===== src/include/qdsi_consts.svh =====
// Bit positions, reset values and link figures of the quad DAC serial input.
`ifndef QDSI_CONSTS_SVH
`define QDSI_CONSTS_SVH
`define QDSI_WORD_BITS 16
`define QDSI_LAST_BIT 4'hF
`define QDSI_ADDR_HI 15
`define QDSI_ADDR_LO 14
`define QDSI_PWR_BIT 13
`define QDSI_SPD_BIT 12
`define QDSI_CODE_MSB 11
`define QDSI_CODE_RST 12'h000
`define QDSI_WORD_RST 16'h0000
`define QDSI_CNT_RST 4'h0
`define QDSI_PIN_CS 0
`define QDSI_PIN_FS 1
`define QDSI_PIN_SCK 2
`define QDSI_PIN_SD 3
`define QDSI_PIN_LD 4
`define QDSI_PIN_PD 5
`define QDSI_PIN_RST 6'h3F
`define QDSI_SCLK_MAX_MHZ 20
`endif


===== src/include/qdsi_pkg.sv =====
// Types shared by the quad DAC serial input modules.
package qdsi_pkg;
	typedef logic [11:0] qdsi_code_t;
	typedef logic [1:0] qdsi_ch_t;
	typedef logic [15:0] qdsi_word_t;
	typedef enum logic [1:0] {
		QDSI_IDLE = 2'b00,
		QDSI_SHIFT = 2'b01,
		QDSI_WAIT_RISE = 2'b10
	} qdsi_state_e;
endpackage : qdsi_pkg


===== src/include/qdsi_latch_if.sv =====
// Interface between the serial front end and the DAC latch bank.
`timescale 1ns/10ps
interface qdsi_latch_if;
	import qdsi_pkg::*;
	logic wr_en;
	qdsi_ch_t wr_ch;
	qdsi_code_t wr_code;
	logic upd_one;
	qdsi_ch_t upd_ch;
	logic upd_all;
	qdsi_code_t out_code [4];
	modport ctrl (output wr_en, wr_ch, wr_code, upd_one, upd_ch, upd_all, input out_code);
	modport bank (input wr_en, wr_ch, wr_code, upd_one, upd_ch, upd_all, output out_code);
endinterface : qdsi_latch_if


===== src/design/qdsi_bank.sv =====
// Four input latches and four output latches of the quad DAC.
`timescale 1ns/10ps
`include "qdsi_consts.svh"
module qdsi_bank (
	input wire logic core_clk, // System clock.
	input wire logic rstn, // Synchronous reset, active low.
	qdsi_latch_if.bank lif // Write and update requests.
);
	import qdsi_pkg::*;

	qdsi_code_t in_q [4];
	qdsi_code_t in_d [4];
	qdsi_code_t out_q [4];
	qdsi_code_t out_d [4];

	////////////////////////////////////////////////////////////////////////
	// One channel per loop pass; a write lands in its own channel only.
	for (genvar c = 0; c < 4; c++) begin : g_ch
		// An update in the write cycle passes the fresh code straight through.
		always_comb begin
			in_d[c] = in_q[c];
			if (lif.wr_en && lif.wr_ch == qdsi_ch_t'(c)) begin
				in_d[c] = lif.wr_code;
			end
			out_d[c] = out_q[c];
			if (lif.upd_all || (lif.upd_one && lif.upd_ch == qdsi_ch_t'(c))) begin
				out_d[c] = in_d[c];
			end
		end

		// Power-on clear of both latch levels.
		always_ff @(posedge core_clk) begin
			if (!rstn) begin
				in_q[c] <= `QDSI_CODE_RST;
				out_q[c] <= `QDSI_CODE_RST;
			end else begin
				in_q[c] <= in_d[c];
				out_q[c] <= out_d[c];
			end
		end
		assign lif.out_code[c] = out_q[c];
	end
endmodule : qdsi_bank


===== src/design/qdsi_top.sv =====
// Serial input and control logic of a quad 12-bit voltage-output DAC.
// Behaviour
// - Chip select must be low; frame sync and data ignored while it is high.
// - After frame sync falls, shift data on falling serial clock, MSB first.
// - After sixteen bits or early frame sync rise, load the addressed latch.
// - After sixteen bits, update the output on the next rising serial clock.
// - Reset clears every latch bit to zero.
// - Top four bits are control, lower twelve bits are the DAC code.
// - Two top bits select channel A, B, C or D as 00 to 11.
// - Bit 12 set selects fast settling, clear selects slow settling.
// - Bit 13 set enters power-down, clear selects normal operation.
// - In power-down all amplifiers are disabled.
// - Code is unsigned 0 to 4095; output is 2 times reference code/4096.
// - Low pulse on latch update loads all four outputs together.
// - Hardware power-down is active low; held high keeps DACs enabled.
`timescale 1ns/10ps
`include "qdsi_consts.svh"
module qdsi_top (
	input wire logic core_clk, // System clock, 50 MHz.
	input wire logic rstn, // Synchronous reset, active low.
	input wire logic cs_n, // Chip select, active low.
	input wire logic frame_sync, // Frame start on falling edge.
	input wire logic sclk, // Serial clock from the host.
	input wire logic sdin, // Serial data, MSB first.
	input wire logic latch_update_n, // Update all outputs, active low.
	input wire logic hw_power_down_n, // Hardware power-down, active low.
	output qdsi_pkg::qdsi_code_t dac_code [4], // Output codes A to D.
	output logic fast_mode, // Fast settling selected.
	output logic sw_power_down, // Power-down bit of the last word.
	output logic amp_enable, // Amplifiers enabled.
	output logic frame_active // A word is being received.
);
	import qdsi_pkg::*;

	////////////////////////////////////////////////////////////////////////
	// Pin synchronisers and edge detection.
	logic [5:0] pin_raw;
	logic [5:0] s1_q;
	logic [5:0] s1_d;
	logic [5:0] s2_q;
	logic [5:0] s2_d;
	logic [5:0] s3_q;
	logic [5:0] s3_d;
	logic cs_lo;
	logic fs_fall;
	logic fs_rise;
	logic sck_fall;
	logic sck_rise;
	logic ld_fall;
	logic sdin_s;
	logic hw_pd_s;

	// All host pins are asynchronous to core_clk.
	assign pin_raw = {hw_power_down_n, latch_update_n, sdin, sclk, frame_sync, cs_n};

	// Two stages before use; the third stage only keeps the previous level.
	always_comb begin
		s1_d = pin_raw;
		s2_d = s1_q;
		s3_d = s2_q;
	end

	// Pins idle high except the data line, so reset to high avoids false edges.
	always_ff @(posedge core_clk) begin
		if (!rstn) begin
			s1_q <= `QDSI_PIN_RST;
			s2_q <= `QDSI_PIN_RST;
			s3_q <= `QDSI_PIN_RST;
		end else begin
			s1_q <= s1_d;
			s2_q <= s2_d;
			s3_q <= s3_d;
		end
	end

	// Edges are seen only between the second and third stages.
	assign cs_lo = !s2_q[`QDSI_PIN_CS];
	assign fs_fall = s3_q[`QDSI_PIN_FS] && !s2_q[`QDSI_PIN_FS];
	assign fs_rise = !s3_q[`QDSI_PIN_FS] && s2_q[`QDSI_PIN_FS];
	assign sck_fall = s3_q[`QDSI_PIN_SCK] && !s2_q[`QDSI_PIN_SCK];
	assign sck_rise = !s3_q[`QDSI_PIN_SCK] && s2_q[`QDSI_PIN_SCK];
	assign ld_fall = s3_q[`QDSI_PIN_LD] && !s2_q[`QDSI_PIN_LD];
	assign sdin_s = s2_q[`QDSI_PIN_SD];
	assign hw_pd_s = s2_q[`QDSI_PIN_PD];

	////////////////////////////////////////////////////////////////////////
	// Word field decoding, used for the write and update requests.
	function automatic qdsi_ch_t word_ch(input qdsi_word_t w);
		word_ch = {w[`QDSI_ADDR_HI], w[`QDSI_ADDR_LO]};
	endfunction : word_ch

	function automatic qdsi_code_t word_code(input qdsi_word_t w);
		word_code = w[`QDSI_CODE_MSB:0];
	endfunction : word_code

	////////////////////////////////////////////////////////////////////////
	// Frame state machine and shift register.
	qdsi_state_e state_q;
	qdsi_state_e state_d;
	qdsi_word_t sh_q;
	qdsi_word_t sh_d;
	logic [3:0] cnt_q;
	logic [3:0] cnt_d;
	qdsi_ch_t ch_q;
	qdsi_ch_t ch_d;
	logic spd_q;
	logic spd_d;
	logic pwr_q;
	logic pwr_d;
	logic amp_q;
	logic amp_d;
	qdsi_word_t word_sel;
	logic wr_en;
	logic upd_one;

	qdsi_latch_if lif ();

	// A falling clock in the same cycle as a rise of frame sync counts first,
	// so the word that caused the last edge is never cut short.
	always_comb begin
		state_d = state_q;
		sh_d = sh_q;
		cnt_d = cnt_q;
		ch_d = ch_q;
		spd_d = spd_q;
		pwr_d = pwr_q;
		wr_en = 1'b0;
		upd_one = 1'b0;
		word_sel = sh_q;
		if (sck_fall) begin
			word_sel = {sh_q[`QDSI_WORD_BITS-2:0], sdin_s};
		end
		if (!cs_lo) begin
			// A word already loaded still reaches its output when the
			// host deselects without a rising clock edge.
			upd_one = (state_q == QDSI_WAIT_RISE);
			state_d = QDSI_IDLE;
			cnt_d = `QDSI_CNT_RST;
		end else begin
			unique case (state_q)
				QDSI_IDLE: begin
					if (fs_fall) begin
						state_d = QDSI_SHIFT;
						cnt_d = `QDSI_CNT_RST;
					end
				end
				QDSI_SHIFT: begin
					if (sck_fall) begin
						sh_d = word_sel;
						cnt_d = cnt_q + 4'h1;
						if (cnt_q == `QDSI_LAST_BIT) begin
							wr_en = 1'b1;
							state_d = QDSI_WAIT_RISE;
						end
					end else if (fs_rise) begin
						// A short word loads whatever the register holds.
						wr_en = (cnt_q != `QDSI_CNT_RST);
						upd_one = wr_en;
						state_d = QDSI_IDLE;
					end
				end
				QDSI_WAIT_RISE: begin
					if (sck_rise || fs_rise) begin
						upd_one = 1'b1;
						state_d = QDSI_IDLE;
					end
				end
				default: begin
					state_d = QDSI_IDLE;
				end
			endcase
		end
		if (wr_en) begin
			ch_d = word_ch(word_sel);
			pwr_d = word_sel[`QDSI_PWR_BIT];
			spd_d = word_sel[`QDSI_SPD_BIT];
		end
		// Either the control bit or the pin turns every amplifier off.
		amp_d = hw_pd_s && !pwr_d;
	end

	// Power-on state: all latches, control bits and counters at zero.
	always_ff @(posedge core_clk) begin
		if (!rstn) begin
			state_q <= QDSI_IDLE;
			sh_q <= `QDSI_WORD_RST;
			cnt_q <= `QDSI_CNT_RST;
			ch_q <= 2'b00;
			spd_q <= 1'b0;
			pwr_q <= 1'b0;
			amp_q <= 1'b0;
		end else begin
			state_q <= state_d;
			sh_q <= sh_d;
			cnt_q <= cnt_d;
			ch_q <= ch_d;
			spd_q <= spd_d;
			pwr_q <= pwr_d;
			amp_q <= amp_d;
		end
	end

	////////////////////////////////////////////////////////////////////////
	// Latch bank requests; top two bits steer, low twelve are the code.
	assign lif.wr_en = wr_en;
	assign lif.wr_ch = word_ch(word_sel);
	assign lif.wr_code = word_code(word_sel);
	assign lif.upd_one = upd_one;
	assign lif.upd_ch = wr_en ? word_ch(word_sel) : ch_q;
	assign lif.upd_all = ld_fall;

	qdsi_bank u_bank (
		.core_clk(core_clk),
		.rstn(rstn),
		.lif(lif.bank)
	);

	// Codes leave as plain unsigned binary for the resistor string.
	assign dac_code = lif.out_code;
	assign fast_mode = spd_q;
	assign sw_power_down = pwr_q;
	assign amp_enable = amp_q;
	assign frame_active = (state_q != QDSI_IDLE);
endmodule : qdsi_top


===== config.mk =====
export PLATFORM = sky130hd
export DESIGN_NAME = qdsi_top
export DESIGN_NICKNAME = d
export VERILOG_FILES = /design/src/include/qdsi_pkg.sv /design/src/include/qdsi_latch_if.sv /design/src/design/qdsi_bank.sv /design/src/design/qdsi_top.sv
export VERILOG_INCLUDE_DIRS = /design/src /design/src/include
export SDC_FILE = /design/constraint.sdc
export NUM_CORES = 1
export LEC_CHECK = 0
export BUFFER_PORTS_ARGS = -buffer_cell sky130_fd_sc_hd__buf_2
export CORE_MARGIN = 2
export CORE_UTILIZATION = 35
export CTS_BUF_LIST = sky130_fd_sc_hd__clkbuf_4
export DETAILED_ROUTE_END_ITERATION = 8
export HOLD_SLACK_MARGIN = 0.02
export PLACE_DENSITY_LB_ADDON = 0.1
export SETUP_SLACK_MARGIN = 0.05
export SLEW_MARGIN = 20
export SYNTH_ARGS = -nofsm -noshare
export SYNTH_HDL_FRONTEND = slang
export SYNTH_SLANG_ARGS = --single-unit
export TNS_END_PERCENT = 1

===== constraint.sdc =====
create_clock -name core_clk -period 2.3 [get_ports core_clk]
set_clock_uncertainty 0.15 [all_clocks]
set_input_delay 0.69 -clock core_clk [delete_from_list [all_inputs] [get_ports core_clk]]
set_output_delay 0.69 -clock core_clk [all_outputs]
set_load 0.02 [all_outputs]

# After elaboration in Yosys (flattened, before gate mapping)
# Memory sizes are Yosys's and may differ from the RTL's.
# Index checks and enable logic that the tools add are counted.
[word_totals]
mem_count = 2
out_inout_bits = 52
ram_bits = 96
elab_cells = 111
ff_bits = 44
[mem_list]
columns = ["memory", "words", "width", "read_ports", "rd_ports_with_merged_regs", "write_ports", "line", "rtl"]
rows = [
  ["u_bank.in_q", 4, 12, 4, 0, 4, "qdsi_bank.sv:11", "qdsi_code_t in_q [4];"],
  ["u_bank.out_q", 4, 12, 4, 0, 4, "qdsi_bank.sv:13", "qdsi_code_t out_q [4];"],
]
[classes]
eq_ne = 14
reduce_logical = 35
mux = 39
n_bitwise = 10
addsub = 1
[ops]
columns = ["op", "n"]
rows = [
  ["two-way mux 12 bit", 16],
  ["two-way mux 16 bit", 1],
  ["logical AND 1 bit", 14],
  ["two-way mux 2 bit", 6],
  ["two-way mux 1 bit", 11],
  ["== test 2 bit, second input constant", 5],
  ["two-way mux 4 bit", 2],
  ["bitwise OR 1 bit", 8],
  ["case mux 4 bit (2 select lines)", 1],
  ["== test 2 x 1 -> 1 bit, second input constant", 3],
  ["zero test 1 bit", 6],
  ["zero test 2 bit", 3],
  ["inequality test 3 bit, second input constant", 2],
  ["case mux 2 bit (3 select lines)", 1],
  ["AND reduction 3 bit", 2],
  ["logical OR 1 bit", 5],
  ["adder 4 x 1 -> 4 bit, second input constant", 1],
  ["== test 4 bit, second input constant", 1],
  ["inequality test 2 bit, second input constant", 2],
  ["AND reduction 4 bit", 1],
  ["nonzero test 2 bit", 2],
  ["nonzero test 4 bit", 1],
  ["inequality test 2 x 1 -> 1 bit, second input constant", 1],
  ["inverter 1 bit", 2],
  ["other kinds (2)", 2],
]

# Depth between registers and ports, before layout
[logic_depth]
depth_word = 12
ltp_mapped = 12
ltp_nobuf = 8

# Modules after synthesis
# A second synthesis with hierarchy kept.
[unflattened]
cells_unflattened = 555
area_unflattened_um2 = 5481.5
[by_module_without_submodules]
columns = ["mod", "cells_each", "seq_area_each_um2", "area_each_um2", "instances"]
rows = [
  ["qdsi_bank", 325, 1921.8, 3527.1, 1],
  ["qdsi_top", 230, 840.8, 1954.4, 1],
]

# Worst setup path before layout
# OpenSTA, ideal clock, no wires.
[synth_timing]
kind = "register to register"
start = "register state_q[1]"
end = "memory u_bank.out_q[0][10] in the netlist's numbering"
setup_time_ns = 0.122
stages_incl_launch_ff = 13
t_arrival_ns = 2.087
required_ns = 2.028
path_slack_ns = -0.059
path_cell_list = "dfxtp_1 -> inv_1 -> ha_1 -> buf_4 -> and4bb_1 -> buf_6 -> nand2b_2 -> nand2_2 -> buf_6 -> o311ai_2 -> a21oi_2 -> buf_2 -> a221o_1"
[synth_lines]
columns = ["item", "line", "rtl"]
rows = [
  ["start: declaration", "qdsi_top.sv:98", "qdsi_state_e state_q;"],
  ["start signal: assignment", "qdsi_top.sv:193", "state_q <= state_d;"],
  ["end: declaration", "qdsi_bank.sv:13", ""],
]

==> results summary <==
The worst pin sits at a relative slew slack of a little over three fifths. TritonCTS built the clock tree. Compared with the post-synthesis result, the final layout area differs by 23.8%. Hold timing on the final database bottoms out at a slack of roughly 180 ps. The flop-to-flop setup slack is approximately 18 ps. Once placement finished, the instance area stood at ~6000 sq um.

Counting the fill cells in the layout gives about 1,500. STA classifies the critical path endpoint as a flop. In this run the critical register-to-register path is captured at u_bank.out_q[0][10]. In this run the worst path has a maximum fanout of 12. The number of violations of the max-capacitance limit came out at 0. The maximum number of buffers from clock root to sink is 2. The number of synthesized flops with an enable pin came out at 0. The total number of placement rows is 45. The run finished with clean final reports. In this run the cell area of the synthesized design comes to around 5400 sq um. The cts-stage hold buffer count is 0. The full die area came out at roughly 16,000 sq um.

By count the netlist is led by sky130_fd_sc_hd__nand2_1 (149), sky130_fd_sc_hd__dfxtp_1 (138), sky130_fd_sc_hd__o21ai_0 (53), sky130_fd_sc_hd__o221ai_1 (33), sky130_fd_sc_hd__nor2_1 (30). The count of input and output buffers came out at 59. The most frequently used cell type in the post-synthesis netlist is sky130_fd_sc_hd__nand2_1.

The global placement routability congestion came out at about 0.80. The total number of clock tree sinks is roughly 140. The pin slew with the least headroom to its limit came out at between 500 and 600 ps.

The chip height came out at ~130 microns. Setup repair after global routing could not meet its margin everywhere. The area of the multi-input gates is about 2500 sq um. The combined flip-flop and latch cell area is between 2000 and 3000 sq um. The smallest clock period supported by the final layout is computed as roughly 2300 ps.

The post-DP HPWL is between 9 and 10 mm. The post-synthesis share of cell area spent on full adders, half adders and majority gates is between 1 and 1.5%. STA puts the critical path data arrival time at approximately 2600 ps.

The multiplexer area fraction after synthesis is between 2 and 2.5%. The maximum vdd ir drop is ~0.00042 V. The top-area cell type share of the netlist area is about half.

The count of endpoints failing hold in the final timing report is 0. The endpoint of the worst hold path is s1_q[3]. The placeable core area is around 15,000 sq um. The max-slew violation count came to 0. Ranked by total cell area, the synthesized netlist is headed by sky130_fd_sc_hd__dfxtp_1 (52%), sky130_fd_sc_hd__nand2_1 (10%), sky130_fd_sc_hd__o221ai_1 (5.4%), sky130_fd_sc_hd__o21ai_0 (5.0%), sky130_fd_sc_hd__nand3_1 (2.4%).

The number of antenna violations at the first check in global routing was 1. The critical path is of the flop to flop type. The timing-limited maximum frequency came out at 438 MHz. The count of vias placed by the detailed router is between 4,000 and 5,000. The overall die width is around 130 microns.

The min-delay analysis places its worst path in the category input pin to flop. Counting every net in the synthesized netlist gives between 600 and 700. Power spread over the standard cell area amounts to roughly 630 nW/um^2. The H-tree was split into 4 levels. The routed length per placed instance is around 16 microns.

The aggregate routed wire length came out at ~15 mm. In the synthesized netlist the dominant register cell turns out to be sky130_fd_sc_hd__dfxtp_1. In the final timing run, aggregate negative setup slack is 0 ps. The count of yosys warnings during synthesis is 0. Cells with a size suffix above 1 make up a little over a quarter of the layout. For this run, design rule violations remaining after detail routing come to 0. After Yosys synthesis, and, or, nand and nor cells account for between 20 and 25% of the synthesized area. The latest clock arrival within the worst-skew pair came out at roughly 530 ps. The post-CTS clock slew at the launch and capture registers of the worst setup and hold paths is about 110 ps. For the worst setup path, the data required time is approximately 2600 ps. The global-route wire length before repair came out at between 20 and 25 mm. The critical-path cell with the highest stage delay is sky130_fd_sc_hd__or3b_4. The total leakage power came out at about 2.6 nW. The design area came out at 6620 sq um. The post-synthesis average cell area came out at ~9.0 sq um. The first-iteration detailed-routing DRC count is between 300 and 400.

The cell family contributing the most delay on the critical path is compound AO/OA/AOI/OAI gates. The cell type with the largest total area after synthesis is sky130_fd_sc_hd__dfxtp_1. The depth of the worst hold-timing path came out at 2. The total overflow left after global routing is 0. After synthesis, the largest family of logic cells by area is simple AND/OR/NAND/NOR gates. For this run, the detailed router's first-pass iteration total came to 5. The utilization of the core after routing is roughly 44%. The synthesized netlist cell count is about 600.

The effective utilization at floorplan is between 30% and 40%. The residual antenna-violating net count after detailed routing came out at 0. The share of async-settable or async-resettable flops after synthesis is 0%. The share of the clock period used by the worst path after layout came out at just under 100%. The startpoint of the worst register-to-register path is cnt_q[0]. The number of top-level design ports is 60.

Summing the areas of all xor and xnor instances in the mapped netlist gives 0.327% of the synthesized area. On the worst path, the slowest cell contributes a delay of around 400 ps. The signal on the critical path passes through inv_2 > ha_1 > or3b_4 > and3_4 > o211ai_4 > o311ai_4 > a21oi_4 > a221o_1. In this run, synthesis produced a sequential element count of 138. The number of library cell types mapped by synthesis is 54. The worst hold path begins at sdin. The via count of the first global-routing pass is 4,448. The sum of internal, switching and leakage power came out at around 4.2 mW. The TritonCTS buffer count came out at 17. The post-synthesis compound-gate area fraction is 19.8%. The launching element type of the critical path is a flop. The share of synthesized area occupied by flip-flops and latches is about 52%. The mean number of vias per cell is approximately 5.2. The final-report setup violation count is 0.

The number of cells on the worst reg-to-reg path is 8. The number of nets in the final layout came out at 707. CTS placed an instance of sky130_fd_sc_hd__clkbuf_4 at the clock tree root. The count of buffer and inverter cells on the critical path came out at 1. The pin count of the biggest net entering global routing is 60. Across every metal layer, demand over resource in global routing totals a little under a fifth.
## placed cells by master (no fill, tap or decap), drive strengths merged, types with 3 or more instances in the layout
cell and count:
clkinv 7, and2 5, o221ai 33, a21oi 21
bufinv 3, dfxtp 138, a211oi 7, nor2b 5
nand2b 20, a221o 12, nand2 150, inv 8
ha 5, nor2 31, mux2 5, and3 3
o21ai 55, o22ai 6, buf 117, nand3 27
mux2i 3, clkbuf 21
## final cells by class
class,instances,share of cell area (%)
diodes,1,0.0378
multi-input cells,412,37.5
clock buffers,21,2.38
repair buffers,117,12.4
clock inverters,11,1.93
flip-flops and latches,138,41.8
inverters,8,0.453
well taps,188,3.55
## what timing repair did
item / 4_1_cts / 5_1_grt
cloned: 2 / 0
resized for setup: 19 / 15
endpoints found under the setup margin: 67 / 77
setup buffers: 2 / 0
pin swaps: 2 / 2
## worst register-to-register path, cell delays in order (launching register included)
cell,delay (ps)
sky130_fd_sc_hd__dfxtp_2,340
sky130_fd_sc_hd__inv_2,50
sky130_fd_sc_hd__ha_1,130
sky130_fd_sc_hd__or3b_4,400
sky130_fd_sc_hd__and3_4,230
sky130_fd_sc_hd__o211ai_4,210
sky130_fd_sc_hd__o311ai_4,140
sky130_fd_sc_hd__a21oi_4,380
sky130_fd_sc_hd__a221o_1,220
## metrics by stage
| step | instances | worst slack, ps |
|---|---|---|
| after floorplan | 596 | 60.0 |
| after global placement | 859 | -108 |
| after detailed placement | 859 | -192 |
| after CTS | 895 | 17.5 |
| after global routing | 896 | -68.2 |
| final | 896 | 17.5 |
## registers in the layout, summed over array words and instances, names as in the netlist
register	flops
cnt_q	4
ch_q	2
s2_q	6
state_q	2
fast_mode	1
sw_power_down	1
u_bank.in_q	48
sh_q	16
s1_q	6
s3_q	3
u_bank.out_q	48
amp_enable	1
## routing by layer
metal / up-vias / share of wire [%] / GRT usage (%) / routed length (microns)
li1: 2300 / - / - / -
met1: 2245 / 48 / 25.1 / 7010
met2: 115 / 46 / 28.6 / 6730
met3: 18 / 5.0 / 4.92 / 732
met4: 0 / 1.8 / 7.30 / 269
met5: - / 0 / 0 / 0
## cell families after synthesis
kind of cell	Yosys count
simple gates	247
compound gates	150
flops	138
buf+inv	46
mux	8
fa+ha+maj	5
xor+xnor	2
## where the power goes
part / switching [mW] / leakage [nW] / internal, mW
sequential: 0.00520 / 1.12 / 2.40
clock: 0.838 / 0.157 / 0.782
combinational: 0.0972 / 1.31 / 0.0563
## worst max path at each step
| stage | startpoint | to | cells past startpoint |
|---|---|---|---|
| after floorplan | state_q[1] | u_bank.out_q[0][10] | 12 |
| after global placement | cnt_q[0] | u_bank.out_q[1][6] | 9 |
| after detailed placement | cnt_q[0] | u_bank.out_q[1][5] | 9 |
| after CTS | cnt_q[0] | u_bank.out_q[1][10] | 10 |
| after global routing | cnt_q[0] | u_bank.out_q[1][8] | 10 |
| final | cnt_q[0] | u_bank.out_q[0][10] | 8 |
No activity file was read; power rests on OpenSTA's default activity.
